==> config.mk <==
export PLATFORM = sky130hd
export DESIGN_NAME = bhf_channel
export DESIGN_NICKNAME = d
export VERILOG_FILES = /design/src/bhf_pkg.sv /design/src/bhf_channel.sv
export VERILOG_INCLUDE_DIRS = /design/src /design/src/src
export SDC_FILE = /design/constraint.sdc
export NUM_CORES = 2
export LEC_CHECK = 0
export BUFFER_PORTS_ARGS = -buffer_cell sky130_fd_sc_hd__buf_2
export CORE_ASPECT_RATIO = 1.2
export CORE_MARGIN = 8
export CORE_UTILIZATION = 45
export DETAILED_ROUTE_END_ITERATION = 8
export PLACE_DENSITY = 0.63
export SLEW_MARGIN = 10
export SYNTH_ARGS = -nofsm -noshare
export SYNTH_HDL_FRONTEND = slang
export SYNTH_SLANG_ARGS = --single-unit
export TNS_END_PERCENT = 1
==> constraint.sdc <==
create_clock -name i_clock -period 15.5 [get_ports i_clock]
set_input_delay 3.875 -clock i_clock [delete_from_list [all_inputs] [get_ports i_clock]]
set_output_delay 3.875 -clock i_clock [all_outputs]
set_load 0.05 [all_outputs]
==> src/bhf_cfg.svh <==
// register map, field positions, reset values and timing of the b-channel hdlc block
`ifndef BHF_CFG_SVH
`define BHF_CFG_SVH
// register offsets
`define BHF_A_RXF 8'h80
`define BHF_A_TXF 8'h84
`define BHF_A_CMD 8'h88
`define BHF_A_MODE 8'h8C
`define BHF_A_EV 8'h90
`define BHF_A_EVM 8'h94
`define BHF_A_STAT 8'h98
`define BHF_A_ADM1 8'h9C
`define BHF_A_ADM2 8'hA0
`define BHF_A_ADR1 8'hA4
`define BHF_A_ADR2 8'hA8
`define BHF_A_LENL 8'hAC
`define BHF_A_LENH 8'hB0
`define BHF_A_IDLE 8'hB4
// command bits
`define BHF_C_RX_ACKNOWLEDGE_CMD 7
`define BHF_C_RX_RESET_CMD 6
`define BHF_C_RX_ACTIVE_BIT 5
`define BHF_C_XACTN 4
`define BHF_C_COMB 3
`define BHF_C_XMS 2
`define BHF_C_XME 1
`define BHF_C_TX_RESET_CMD 0
// mode bits
`define BHF_M_MMS 7
`define BHF_M_ITF 6
`define BHF_M_FTS 1:0
// event and status bits
`define BHF_E_RMR 6
`define BHF_E_RME 5
`define BHF_E_OVF 4
`define BHF_E_XFR 1
`define BHF_E_TX_UNDERRUN_EVENT 0
`define BHF_E_USED 8'h73
`define BHF_S_OVF 6
`define BHF_S_CRCE 5
`define BHF_S_ABORT 4
`define BHF_S_XDOW 2
`define BHF_S_BUSY 0
`define BHF_H_LOV 5
// reset values
`define BHF_R_MODE 8'h00
`define BHF_R_EVM 8'hFF
`define BHF_R_ADDR 8'h00
`define BHF_R_IDLE 8'hFF
// thresholds, patterns, crc
`define BHF_FTS_96 2'h2
`define BHF_THR_64 8'h40
`define BHF_THR_96 8'h60
`define BHF_FLAG 8'h7E
`define BHF_MARK 8'hFF
`define BHF_CRC_INIT 16'hFFFF
`define BHF_CRC_POLY 16'h8408
`define BHF_LEN_MAX 13'h1FFF
// line clock timing
`define BHF_SYS_KHZ 100000
`define BHF_BCLK_KHZ 64
`define BHF_BCLK_HALF (`BHF_SYS_KHZ / (2 * `BHF_BCLK_KHZ))
`endif

==> src/bhf_pkg.sv <==
// types shared by the b-channel hdlc block
package bhf_pkg;
  // transmit byte sequencer
  typedef enum logic [1:0] {BHF_TX_IDLE, BHF_TX_DATA, BHF_TX_CRC1, BHF_TX_CRC2} bhf_tx_st_t;
endpackage : bhf_pkg

==> src/bhf_channel.sv <==
// b-channel hdlc controller: fifos, command register, framer and deframer
`timescale 1ns/1ps
`include "bhf_cfg.svh"
module bhf_channel #(
  parameter int DEPTH = 128, // fifo depth, both directions
  parameter int AW = 7 // fifo pointer width
) (
  input wire logic i_clock,
  input wire logic i_reset,
  input wire logic [7:0] i_addr,
  input wire logic i_write,
  input wire logic i_read,
  input wire logic [7:0] i_wdata,
  output logic [7:0] o_rdata,
  input wire logic i_rx_tick,
  input wire logic i_rx_bit,
  input wire logic i_tx_tick,
  output logic o_tx_bit,
  output logic o_rx_clock,
  output logic o_tx_clock,
  output logic o_combined_mode
);
  localparam logic [AW:0] FULL = (AW+1)'(DEPTH);
  localparam logic [9:0] HALF = 10'(`BHF_BCLK_HALF - 1);

  // register decode
  wire wr_txf = i_write && (i_addr == `BHF_A_TXF);
  wire wr_cmd = i_write && (i_addr == `BHF_A_CMD);
  wire wr_mode = i_write && (i_addr == `BHF_A_MODE);
  wire wr_evm = i_write && (i_addr == `BHF_A_EVM);
  wire wr_adm1 = i_write && (i_addr == `BHF_A_ADM1);
  wire wr_adm2 = i_write && (i_addr == `BHF_A_ADM2);
  wire wr_adr1 = i_write && (i_addr == `BHF_A_ADR1);
  wire wr_adr2 = i_write && (i_addr == `BHF_A_ADR2);
  wire wr_idle = i_write && (i_addr == `BHF_A_IDLE);
  wire rd_rxf = i_read && (i_addr == `BHF_A_RXF);
  wire rd_ev = i_read && (i_addr == `BHF_A_EV);
  // command pulses are never stored, so they read back as zero
  wire rx_acknowledge_cmd_p = wr_cmd && i_wdata[`BHF_C_RX_ACKNOWLEDGE_CMD];
  wire rx_reset_cmd_p = wr_cmd && i_wdata[`BHF_C_RX_RESET_CMD];
  wire xms_p = wr_cmd && i_wdata[`BHF_C_XMS];
  wire xme_p = wr_cmd && i_wdata[`BHF_C_XME];
  wire tx_reset_cmd_p = wr_cmd && i_wdata[`BHF_C_TX_RESET_CMD];

  logic rx_act; // receiver active, high
  logic tx_act_n; // transmitter active, low
  logic comb; // both line channels merged
  logic [7:0] mode; // mode control
  logic [7:0] ev; // sticky events
  logic [7:0] evm; // event mask, one masks
  logic [7:0] adm1, adm2, adr1, adr2; // address compare values
  logic [7:0] idle_pat; // clear-channel idle byte
  logic [7:0] len_lo; // latched frame length
  logic [4:0] len_hi;
  logic len_lov;
  logic st_ovf, st_crce, st_abort, st_xdow;

  // mode decode
  wire framed = !mode[`BHF_M_MMS];
  wire interframe_fill_bit = mode[`BHF_M_ITF];
  // reserved select codes fall back to 64
  wire [AW:0] thr = (mode[`BHF_M_FTS] == `BHF_FTS_96) ? (AW+1)'(`BHF_THR_96)
                                                      : (AW+1)'(`BHF_THR_64);
  wire [7:0] fill = framed ? (interframe_fill_bit ? `BHF_FLAG : `BHF_MARK) : idle_pat;

  // ---------------- receive fifo
  logic [7:0] rx_mem [DEPTH];
  logic [AW-1:0] rx_wr, rx_rd;
  logic [AW:0] rx_n;
  wire rx_full = (rx_n == FULL);
  wire rx_pop = rd_rxf && (rx_n != '0);
  logic rx_push; // byte assembled
  logic [7:0] rx_byte;
  wire rx_wen = rx_push && !rx_full; // overflow drops the byte

  // storage, no reset needed for data
  always_ff @(posedge i_clock)
  begin
    if (rx_wen)
      rx_mem[rx_wr] <= rx_byte;
  end

  // receive pointers, flushed by receiver reset
  always_ff @(posedge i_clock or posedge i_reset)
  begin
    if (i_reset)
    begin
      rx_wr <= '0;
      rx_rd <= '0;
      rx_n <= '0;
    end
    else if (rx_reset_cmd_p)
    begin
      rx_wr <= '0;
      rx_rd <= '0;
      rx_n <= '0;
    end
    else
    begin
      rx_wr <= rx_wr + AW'(rx_wen);
      rx_rd <= rx_rd + AW'(rx_pop);
      rx_n <= rx_n + (AW+1)'(rx_wen) - (AW+1)'(rx_pop);
    end
  end

  // ---------------- deframer
  logic [7:0] rx_raw; // last eight line bits
  logic [7:0] rx_sh; // byte assembly
  logic [2:0] rx_bc; // bits in assembly
  logic [2:0] rx_ones; // run of ones, saturates
  logic in_frame;
  logic [12:0] rx_len;
  logic rx_lov;
  logic rx_armed; // receive-ready may fire
  wire rx_tk = i_rx_tick && rx_act;
  wire [7:0] raw_next = {i_rx_bit, rx_raw[7:1]};
  wire flag_hit = framed && rx_tk && (raw_next == `BHF_FLAG);
  wire abort_hit = framed && rx_tk && i_rx_bit && (rx_ones == 3'h6) && in_frame;
  wire destuff = framed && (rx_ones == 3'h5) && !i_rx_bit;
  // clear-channel keeps every bit, framed drops flags and stuffed zeros
  wire take = rx_tk && (framed ? (in_frame && !destuff && !flag_hit) : 1'b1);
  wire fe = flag_hit && in_frame && ((rx_len != '0) || rx_lov);
  assign rx_push = take && (rx_bc == 3'h7);
  assign rx_byte = {i_rx_bit, rx_sh[7:1]};
  wire set_rmr = rx_armed && (rx_n > thr);
  wire set_ovf = rx_push && rx_full;

  // bit assembly and frame tracking
  always_ff @(posedge i_clock or posedge i_reset)
  begin
    if (i_reset)
    begin
      rx_raw <= 8'h00;
      rx_sh <= 8'h00;
      rx_bc <= 3'h0;
      rx_ones <= 3'h0;
      in_frame <= 1'b0;
    end
    else if (rx_reset_cmd_p)
    begin
      rx_bc <= 3'h0;
      rx_ones <= 3'h0;
      in_frame <= 1'b0;
    end
    else if (rx_tk)
    begin
      rx_raw <= raw_next;
      rx_ones <= !i_rx_bit ? 3'h0 : (rx_ones == 3'h7) ? 3'h7 : rx_ones + 3'h1;
      if (take)
      begin
        rx_sh <= rx_byte;
        rx_bc <= rx_bc + 3'h1;
      end
      // a flag restarts byte alignment
      if (flag_hit)
      begin
        rx_bc <= 3'h0;
        in_frame <= 1'b1;
      end
      else if (abort_hit)
        in_frame <= 1'b0;
    end
  end

  // frame length and receive-ready arming
  always_ff @(posedge i_clock or posedge i_reset)
  begin
    if (i_reset)
    begin
      rx_len <= '0;
      rx_lov <= 1'b0;
      rx_armed <= 1'b1;
    end
    else
    begin
      if (rx_reset_cmd_p || flag_hit)
      begin
        rx_len <= '0;
        rx_lov <= 1'b0;
      end
      else if (rx_wen)
      begin
        rx_lov <= rx_lov || (rx_len == `BHF_LEN_MAX);
        rx_len <= (rx_len == `BHF_LEN_MAX) ? rx_len : rx_len + 13'h0001;
      end
      // acknowledge re-arms, so one event per block
      if (rx_acknowledge_cmd_p || rx_reset_cmd_p)
        rx_armed <= 1'b1;
      else if (set_rmr)
        rx_armed <= 1'b0;
    end
  end

  // length registers latch at frame end
  always_ff @(posedge i_clock or posedge i_reset)
  begin
    if (i_reset)
    begin
      len_lo <= 8'h00;
      len_hi <= 5'h00;
      len_lov <= 1'b0;
    end
    else if (fe)
    begin
      len_lo <= rx_len[7:0];
      len_hi <= rx_len[12:8];
      len_lov <= rx_lov;
    end
  end

  // ---------------- transmit fifo
  logic [7:0] tx_mem [DEPTH];
  logic [AW-1:0] tx_wr, tx_rd;
  logic [AW:0] tx_n;
  logic [7:0] sk0, sk1; // two-entry buffer to the serializer
  logic [1:0] sk_n;
  logic tx_flush; // reset or underrun
  logic sk_pop;
  // the two buffer entries count as fifo space, so software sees exactly DEPTH bytes
  wire [AW:0] tx_used = tx_n + (AW+1)'(sk_n);
  wire tx_full = (tx_used == FULL);
  wire tx_wen = wr_txf && !tx_full;
  wire sk_push = (tx_n != '0) && (sk_n != 2'h2) && !tx_flush;
  wire [1:0] sk_wi = sk_n - {1'b0, sk_pop};
  wire [AW:0] tx_free = FULL - tx_used;
  wire space_ok = (tx_free >= thr);
  logic space_q;
  wire set_xfr = (space_ok && !space_q) || tx_reset_cmd_p;

  // storage
  always_ff @(posedge i_clock)
  begin
    if (tx_wen)
      tx_mem[tx_wr] <= i_wdata;
  end

  // transmit pointers
  always_ff @(posedge i_clock or posedge i_reset)
  begin
    if (i_reset)
    begin
      tx_wr <= '0;
      tx_rd <= '0;
      tx_n <= '0;
    end
    else if (tx_flush)
    begin
      tx_wr <= '0;
      tx_rd <= '0;
      tx_n <= '0;
    end
    else
    begin
      tx_wr <= tx_wr + AW'(tx_wen);
      tx_rd <= tx_rd + AW'(sk_push);
      tx_n <= tx_n + (AW+1)'(tx_wen) - (AW+1)'(sk_push);
    end
  end

  // buffer stalls the fifo when the serializer is slow
  always_ff @(posedge i_clock or posedge i_reset)
  begin
    if (i_reset)
      sk_n <= 2'h0;
    else if (tx_flush)
      sk_n <= 2'h0;
    else
      sk_n <= sk_n + {1'b0, sk_push} - {1'b0, sk_pop};
  end

  // buffer data, a simultaneous push overrides the shift
  always_ff @(posedge i_clock)
  begin
    if (sk_pop)
      sk0 <= sk1;
    if (sk_push && (sk_wi == 2'h0))
      sk0 <= tx_mem[tx_rd];
    else if (sk_push)
      sk1 <= tx_mem[tx_rd];
  end

  // ---------------- framer
  bhf_pkg::bhf_tx_st_t tx_st, next_st;
  logic [7:0] tx_sh; // byte on the line
  logic [2:0] tx_bc;
  logic [2:0] tx_ones; // ones of stuffed bytes
  logic tx_raw; // byte goes out without stuffing
  logic tx_crc_en;
  logic [15:0] tx_crc;
  logic tx_go, tx_end;
  wire tx_tk = i_tx_tick && !tx_act_n;
  wire stuff = (tx_ones == 3'h5);
  wire adv = tx_tk && !stuff;
  wire bnd = adv && (tx_bc == 3'h7);
  wire [15:0] crc_upd = {1'b0, tx_crc[15:1]}
                        ^ ((tx_crc[0] ^ tx_sh[0]) ? `BHF_CRC_POLY : 16'h0000);
  wire [15:0] crc_cur = tx_crc_en ? crc_upd : tx_crc;
  logic [7:0] ld_byte;
  logic ld_raw, ld_crc_en, ld_pop, ld_done, ld_under, ld_init;

  // next byte at each byte boundary
  always_comb
  begin
    next_st = tx_st;
    ld_byte = fill;
    ld_raw = 1'b1;
    ld_crc_en = 1'b0;
    ld_pop = 1'b0;
    ld_done = 1'b0;
    ld_under = 1'b0;
    ld_init = 1'b0;
    case (tx_st)
      bhf_pkg::BHF_TX_IDLE:
        if (tx_go && framed)
        begin
          ld_byte = `BHF_FLAG;
          ld_init = 1'b1;
          next_st = bhf_pkg::BHF_TX_DATA;
        end
        else if (tx_go)
          next_st = bhf_pkg::BHF_TX_DATA;
      bhf_pkg::BHF_TX_DATA:
        if (sk_n != 2'h0)
        begin
          ld_byte = sk0;
          ld_raw = !framed;
          ld_crc_en = framed;
          ld_pop = 1'b1;
        end
        else if (tx_end && framed)
        begin
          ld_byte = ~crc_cur[7:0];
          ld_raw = 1'b0;
          next_st = bhf_pkg::BHF_TX_CRC1;
        end
        else if (tx_end || framed)
        begin
          // clear-channel end stops, framed empty fifo is an underrun
          next_st = bhf_pkg::BHF_TX_IDLE;
          ld_done = 1'b1;
          ld_under = !tx_end;
        end
      bhf_pkg::BHF_TX_CRC1:
      begin
        ld_byte = ~tx_crc[15:8];
        ld_raw = 1'b0;
        next_st = bhf_pkg::BHF_TX_CRC2;
      end
      bhf_pkg::BHF_TX_CRC2:
      begin
        ld_byte = `BHF_FLAG;
        ld_done = 1'b1;
        next_st = bhf_pkg::BHF_TX_IDLE;
      end
      default:
        next_st = bhf_pkg::BHF_TX_IDLE;
    endcase
  end
  assign sk_pop = bnd && ld_pop;
  assign tx_flush = tx_reset_cmd_p || (bnd && ld_under);

  // serializer with zero insertion
  always_ff @(posedge i_clock or posedge i_reset)
  begin
    if (i_reset)
    begin
      tx_st <= bhf_pkg::BHF_TX_IDLE;
      tx_sh <= `BHF_MARK;
      tx_bc <= 3'h0;
      tx_ones <= 3'h0;
      tx_raw <= 1'b1;
      tx_crc_en <= 1'b0;
      tx_crc <= `BHF_CRC_INIT;
      o_tx_bit <= 1'b1;
    end
    else if (tx_reset_cmd_p)
    begin
      tx_st <= bhf_pkg::BHF_TX_IDLE;
      tx_sh <= fill;
      tx_bc <= 3'h0;
      tx_ones <= 3'h0;
      tx_raw <= 1'b1;
      tx_crc_en <= 1'b0;
    end
    else if (tx_tk)
    begin
      o_tx_bit <= stuff ? 1'b0 : tx_sh[0];
      // raw bytes never count, a pending stuffed zero still goes out
      tx_ones <= (stuff || tx_raw || !tx_sh[0]) ? 3'h0 : tx_ones + 3'h1;
      if (adv)
      begin
        tx_bc <= tx_bc + 3'h1;
        tx_sh <= {1'b1, tx_sh[7:1]};
        tx_crc <= ld_init ? `BHF_CRC_INIT : crc_cur;
      end
      if (bnd)
      begin
        tx_st <= next_st;
        tx_sh <= ld_byte;
        tx_raw <= ld_raw;
        tx_crc_en <= ld_crc_en;
      end
    end
  end

  // start and end requests, a new request wins over completion
  always_ff @(posedge i_clock or posedge i_reset)
  begin
    if (i_reset)
    begin
      tx_go <= 1'b0;
      tx_end <= 1'b0;
    end
    else if (tx_reset_cmd_p)
    begin
      tx_go <= 1'b0;
      tx_end <= 1'b0;
    end
    else
    begin
      tx_go <= xms_p || (tx_go && !(bnd && ld_done));
      tx_end <= xme_p || (tx_end && !(bnd && ld_done));
    end
  end

  // ---------------- registers, events, status
  wire [7:0] ev_set = (8'(set_rmr) << `BHF_E_RMR) | (8'(fe) << `BHF_E_RME)
                      | (8'(set_ovf) << `BHF_E_OVF) | (8'(set_xfr) << `BHF_E_XFR)
                      | (8'(bnd && ld_under) << `BHF_E_TX_UNDERRUN_EVENT);
  wire [7:0] ev_clr = rd_ev ? (~evm & `BHF_E_USED) : 8'h00; // masked stay pending
  wire [7:0] cmd_rd = (8'(rx_act) << `BHF_C_RX_ACTIVE_BIT) | (8'(tx_act_n) << `BHF_C_XACTN)
                      | (8'(comb) << `BHF_C_COMB);
  wire [7:0] st_rd = (8'(st_ovf) << `BHF_S_OVF) | (8'(st_crce) << `BHF_S_CRCE)
                     | (8'(st_abort) << `BHF_S_ABORT) | (8'(st_xdow) << `BHF_S_XDOW)
                     | (8'(tx_go) << `BHF_S_BUSY);
  wire [7:0] lenh_rd = {2'b00, len_lov, len_hi};
  wire [7:0] rd_val =
    (i_addr == `BHF_A_RXF) ? rx_mem[rx_rd] :
    (i_addr == `BHF_A_CMD) ? cmd_rd :
    (i_addr == `BHF_A_MODE) ? mode :
    (i_addr == `BHF_A_EV) ? (ev & ~evm) :
    (i_addr == `BHF_A_EVM) ? evm :
    (i_addr == `BHF_A_STAT) ? st_rd :
    (i_addr == `BHF_A_ADM1) ? adm1 :
    (i_addr == `BHF_A_ADM2) ? adm2 :
    (i_addr == `BHF_A_ADR1) ? adr1 :
    (i_addr == `BHF_A_ADR2) ? adr2 :
    (i_addr == `BHF_A_LENL) ? len_lo :
    (i_addr == `BHF_A_LENH) ? lenh_rd :
    (i_addr == `BHF_A_IDLE) ? idle_pat : 8'h00;

  // software-written registers
  always_ff @(posedge i_clock or posedge i_reset)
  begin
    if (i_reset)
    begin
      rx_act <= 1'b0;
      tx_act_n <= 1'b0;
      comb <= 1'b0;
      mode <= `BHF_R_MODE;
      evm <= `BHF_R_EVM;
      {adm1, adm2, adr1, adr2} <= {4{`BHF_R_ADDR}};
      idle_pat <= `BHF_R_IDLE;
    end
    else
    begin
      if (wr_cmd)
      begin
        rx_act <= i_wdata[`BHF_C_RX_ACTIVE_BIT];
        tx_act_n <= i_wdata[`BHF_C_XACTN];
        comb <= i_wdata[`BHF_C_COMB];
      end
      if (wr_mode)
        mode <= i_wdata;
      if (wr_evm)
        evm <= i_wdata;
      if (wr_adm1)
        adm1 <= i_wdata;
      if (wr_adm2)
        adm2 <= i_wdata;
      if (wr_adr1)
        adr1 <= i_wdata;
      if (wr_adr2)
        adr2 <= i_wdata;
      if (wr_idle)
        idle_pat <= i_wdata;
    end
  end

  // events and status, a set wins over a clear, except st_abort where receiver reset wins
  always_ff @(posedge i_clock or posedge i_reset)
  begin
    if (i_reset)
    begin
      ev <= 8'h00;
      space_q <= 1'b1;
      st_ovf <= 1'b0;
      st_crce <= 1'b1;
      st_abort <= 1'b0;
      st_xdow <= 1'b0;
    end
    else
    begin
      ev <= (ev & ~ev_clr) | ev_set;
      space_q <= space_ok;
      st_ovf <= set_ovf || (st_ovf && !rx_reset_cmd_p);
      st_crce <= st_crce && !fe;
      st_abort <= (abort_hit && !rx_reset_cmd_p) || (st_abort && !rx_reset_cmd_p);
      st_xdow <= (wr_txf && tx_full) || (st_xdow && !tx_reset_cmd_p);
    end
  end

  // read data, line clocks and mode output
  logic [9:0] div;
  logic phase;
  always_ff @(posedge i_clock or posedge i_reset)
  begin
    if (i_reset)
    begin
      o_rdata <= 8'h00;
      div <= 10'h000;
      phase <= 1'b0;
      o_rx_clock <= 1'b0;
      o_tx_clock <= 1'b0;
      o_combined_mode <= 1'b0;
    end
    else
    begin
      if (i_read)
        o_rdata <= rd_val;
      div <= (div == HALF) ? 10'h000 : div + 10'h001;
      phase <= phase ^ (div == HALF);
      o_rx_clock <= rx_act && phase;
      o_tx_clock <= !tx_act_n && phase;
      o_combined_mode <= comb;
    end
  end
endmodule : bhf_channel

Yosys cells after proc, flatten, opt, wreduce, memory -nomap -nowiden
Memory sizes are Yosys's and may differ from the RTL's.
Cells that the tools add are included.
- output and inout bits: 12
- flip-flop bits (word level): 245
- RAM bits: 2048
- input port bits: 23
- memories kept: 2
- logic and storage cells: 353
- memory list (name ; depth ; width ; rd ports ; clocked after memory_dff ; write ports ; RTL line ; RTL):
    rx_mem ; 128 ; 8 ; 1 ; 0 ; 1 ; bhf_channel.sv:67 ; logic [7:0] rx_mem [DEPTH];
    tx_mem ; 128 ; 8 ; 1 ; 0 ; 1 ; bhf_channel.sv:212 ; logic [7:0] tx_mem [DEPTH];
- mux-type cells: 103
- $add $sub $neg: 19
- equal/unequal tests: 34
- bitwise operators: 23
- order comparisons: 2
- reduce and logical (&&, ||, !) cells: 117
- operators with widths (kind ; number):
    8-bit 2-to-1 mux ; 26
    8-bit == test (second input constant) ; 16
    1-bit logical AND ; 57
    16-bit 2-to-1 mux ; 3
    3-bit 2-to-1 mux ; 14
    13-bit 2-to-1 mux ; 3
    1-bit 2-to-1 mux ; 37
    7-bit 2-to-1 mux ; 5
    8-bit case mux with 4 select lines ; 1
    7-bit by 1-bit adder with 7-bit output ; 4
    8-bit inverter ; 3
    3-bit == test (second input constant) ; 6
    2-bit 2-to-1 mux ; 9
    2-bit AND reduction ; 9
    2-bit nonzero test ; 9
    8-bit by 1-bit adder with 8-bit output ; 2
    8-bit bitwise AND ; 2
    1-bit zero test ; 16
    8-bit nonzero test ; 2
    8-bit by 1-bit subtractor with 8-bit output ; 2
    15-bit by 16-bit XOR with 16-bit output ; 1
    1-bit logical OR ; 14
    7-bit by 1-bit OR with 7-bit output ; 2
    7-bit by 5-bit OR with 7-bit output ; 2
    36 further kinds ; 53

Depth between registers and ports, before layout
- depth in word-level cells: 14
- depth in mapped cells: 20

Worst setup path before layout
Ideal clock, no wire load.
- path type: in2reg
- from: input port i_addr[3]
- to: register tx_n[6]
- path buffers: 2
- path slack: 8.530 ns
- stages on the path: 18
- required time: 15.368 ns
- data arrival time: 6.838 ns
- setup time: 0.132 ns
- cells stage by stage: buf_2 -> nor4b_1 -> and4_1 -> buf_2 -> a31oi_1 -> o211ai_1 -> inv_1 -> ha_1 -> inv_1 -> ha_1 -> fa_1 -> a21oi_1 -> o21bai_1 -> a21oi_1 -> nor2_1 -> nor2_1 -> xor2_1 -> nor2_1
- longest elaborated chain between the ends: 8
- ends and longest elaborated chain (item ; RTL line ; RTL):
    start, declared ; bhf_channel.sv:10 ; input wire logic [7:0] i_addr,
    parallel branches: the longest is 7 deep, another holds 8-bit by 1-bit adder with 8-bit output ; - ;
    8-bit 2-to-1 mux * ; bhf_channel.sv:246 ; else if (tx_flush)
    end signal, assigned ; bhf_channel.sv:256 ; tx_n <= tx_n + (AW+1)'(tx_wen) - (AW+1)'(sk_push);
    end, declared ; bhf_channel.sv:214 ; logic [AW:0] tx_n;
Mark *: on every way between the ends.
A chain may end at the register's enable or synchronous reset.

Final worst setup path
Same ends and word-level chain as after synthesis.

==> results.yml <==
run_status:
  status: "completed"
layout:
  nFillCells: 16195
  regArea_mm2: 0.0677
  design_area_mm2: 0.102
  multiInputGateArea_mm2: 0.0226
  finalNetCount: 5005
  drive_gt1_share_pct: 22.7
  area_growth_pct: 11.5
critical_path:
  worstPathCellList: "buf_2 > nor4b_1 > and4_1 > a31oi_1 > o211ai_1 > inv_1 > ha_1 > inv_1 > ha_1 > fa_1 > a21oi_1 > o21bai_1 > a21oi_1 > nor2_1 > nor2_1 > xor2_1 > nor2_1"
  crit_fanout: 20
  r2r_setup_slack_ns: 10.33
  reg2reg_depth: 8
  arrival_ns: 8.19
  cp.required_ns: 16.22
  crit_slowest_cell: "and4_1"
  crit_type: "in -> reg"
  reg2reg_to: "sk0[4]$_DFFE_PP_"
  critical_path.max_stage_delay_ns: 0.74
  critPathTopFamily: "simple AND/OR/NAND/NOR gates"
  worst-path-buf-inv: 3
  worstSetupStartpointType: "input port"
  cp_common_cell: "nor2_1"
  crit_path_end_kind: "register"
  r2r_start: "tx_rd[1]$_DFF_PP0_"
clock_network:
  path_clk_slew_ns: 0.07
  cts-htree-levels: 4
  clk_latency_ns: 0.86
  clockRootBuffer: "clkbuf_16"
  cts_hold_buf: 0
  cts_tree: "done"
  cts.repair.resized: 0
  post_cts_buffers: 0
  cts_buffer_depth: 3
  cts_num_sinks: 2288
  numCtsBuffers: 217
pwr:
  p_leak_nw: 32.6
  p_int_mw: 11.0
  power_switching_mw: 3.85
  pwr-share-seq_pct: 47.3
  pwr-share-clk_pct: 36.8
  p_comb_share_pct: 15.9
  p_total_mw: 14.9
  swShare_pct: 25.9
  vdd_ir_drop_max_uv: 133
  p_per_area_mw_per_mm2: 146
timing:
  finalCriticalPeriod_ns: 7.47
  max-slew-margin-rel_pct: 16.5
  finalHoldViolCount: 0
  finalCritPeriodShare_pct: 48.2
  final.setup.tns_ns: 0
  setup_violations: 0
  drv_slew: 0
  worst_slack_ns: 8.03
  rsz0062_at_grt: "false"
  skew_ns: 0.0882
  fmax_mhz: 134
  worst_slew_pin_slew_ns: 1.24
synth:
  syn_nets: 4942
  synth_edf_count: 2064
  ys_seq_area_share_pct: 73.8
  syn_area_per_cell_um2: 18.9
  synthFlopType: "edfxtp_1"
  synth_area_mm2: 0.0916
  ys_ff_latch: 2288
  yosysWarnings: 0
  ys_async_sr_fraction_pct: 9.79
  syn_inst: 4858
  ys_types: 82
global_routing:
  grt_pass1_vias: 47343
  grt_pass1_wl_mm: 327
  grt_util_all_layers_pct: 20.0
  antenna_found_initial: 8
  grt_max_degree: 137
  gr-total-overflow: 0
placed_design:
  hpwl_mm: 135
  dpl_worst_slack_ns: 7.27
  placed_cell_area_mm2: 0.0947
  place_congestion: 0.870
  io_buffer_count: 34
floorplanning:
  core_area_mm2: 0.202
  start_util_pct: 45.3
  die_h_um: 510
  row_count: 181
  fp.dieW_um: 428
  boundaryPins: 35
  dieArea_mm2: 0.218
route:
  vias: 46492
  drt_iter0_markers: 4584
  drc: 0
  drt-wirelength-per-cell_um: 28.6
  via_per_inst: 5.98
  drt_wl_total_mm: 222
  ant_nets: 0
  firstDrtPassIters: 6
worst_hold_path:
  whs_path_depth: 2
  hp-start: "rx_armed$_DFFE_PP1P_"
  hold_path_end: "rx_armed$_DFFE_PP1P_"
  hold_class: "reg -> reg"
run:
  maxCapViolCount: 0
## layout by cell type (no fill, tap or decap), types with 23 or more instances in the layout
cell type  instances
nand2_1          150
mux2_2           103
a211oi_1          24
a21oi_1          126
buf_4             84
nor3_1            64
xor2_1            23
nor2b_1           41
buf_2             25
inv_1             56
dfstp_2           45
nand3_1          103
clkbuf_16        218
clkbuf_1          38
xnor2_1           35
nor2_1           368
nand3b_1          23
dfrtp_1          163
bufinv_16         27
clkinv_1          38
and2_1            31
edfxtp_1        2064
a22oi_1          129
ha_1              58
mux2i_1           94
mux4_2           508
clkinv_2          44
nand4_1           34
o21ai_0           70
## layout make-up
class	count	area share (%)
Sequential cell	2288	66.2
Antenna cell	2	0.00490
Clock inverter	144	1.64
Clock buffer	268	5.64
Timing Repair Buffer	115	0.857
Tap cell	2653	3.25
Inverter	60	0.228
Multi-Input combinational cell	2239	22.1
## worst register-to-register path, stage by stage, from the launching register on
cell     delay (ns)
dfrtp_4        0.91
buf_4          0.74
buf_4          0.61
mux4_2         0.47
mux4_2         0.51
nor2b_1        0.18
nor3_1         0.65
nand3_1        0.46
mux2_2         0.40
## stage by stage
step,hold slack [ns],util [%],std cells
CTS,0.463,50.5,7767
floorplan,0.371,-,4858
detailed placement,0.455,46.8,7355
global placement,0.442,46.8,7355
finish,0.461,50.5,7769
global route,0.502,50.5,7767
## how the worst max path moves through the flow
stage | startpoint | to | slack (ns) | cells after the start
global placement | i_addr[3] | tx_n[6]$_DFF_PP0_ | 7.33 | 17
detailed placement | i_addr[3] | tx_n[6]$_DFF_PP0_ | 7.27 | 17
global route | i_addr[3] | tx_n[6]$_DFF_PP0_ | 7.74 | 17
CTS | i_addr[3] | tx_n[6]$_DFF_PP0_ | 8.18 | 17
finish | i_addr[3] | tx_n[6]$_DFF_PP0_ | 8.03 | 17
floorplan | i_reset | adm1[0]$_DFFE_PP0P_ | 5.57 | 1
## state kept, by name, indices dropped and copies added (netlist names), 10 cells and up
signal	cells
div	10
rx_len	13
tx_crc	16
rx_mem	1024
tx_mem	1024
## routing by layer
| metal | up-vias | global-route usage [%] | part of all wire (%) |
|---|---|---|---|
| met3 | 430 | 3.23 | 6.2 |
| met4 | 8 | 6.71 | 3.6 |
| met1 | 24574 | 26.5 | 40 |
| li1 | 19786 | - | - |
| met5 | - | 0 | 0.021 |
| met2 | 1694 | 33.9 | 50 |
## cells in the mapped netlist, drive strengths merged, types with 17 or more instances
cell,number,area [µm²]
a22oi,129,968
nand4,34,213
xnor2,35,307
nor3,70,350
nand2,152,571
clkbuf,143,538
xor2,23,201
mux2,103,1160
and2,33,206
inv,59,221
ha,58,726
dfrtp,179,4480
nor2,371,1400
mux2i,94,941
a21oi,126,631
buf,128,684
dfstp,45,1180
nand2b,22,138
nor2b,45,282
nand3,103,515
o221ai,17,149
a211oi,24,180
edfxtp,2064,62000
mux4,508,11400
nand3b,23,173
o21ai,71,355
## power by group through the flow
| stage | logic (mW) | clock network, mW | registers [mW] |
|---|---|---|---|
| global route | 2.54 | 5.77 | 7.06 |
| floorplan | 1.79 | 0 | 7.03 |
| CTS | 2.40 | 5.55 | 7.04 |
| detailed placement | 2.39 | 0 | 7.17 |
| global placement | 2.38 | 0 | 7.17 |
| finish | 2.36 | 5.47 | 7.04 |
## kinds of logic (layout without fill, tap and decap cells)
family / after synthesis / after routing / synth area share, %
DFF: 2288 / 2288 / 73.8
and+or+nand+nor: 920 / 920 / 4.77
muxes: 705 / 705 / 14.8
AOI/OAI and AO/OA: 495 / 495 / 3.63
buffers and inverters: 331 / 587 / 1.58
adders and majority gates: 61 / 61 / 0.858
xor gates and xnor gates: 58 / 58 / 0.554
other: 0 / 2 / 0
Note: power is estimated with default switching activity, not from simulation.
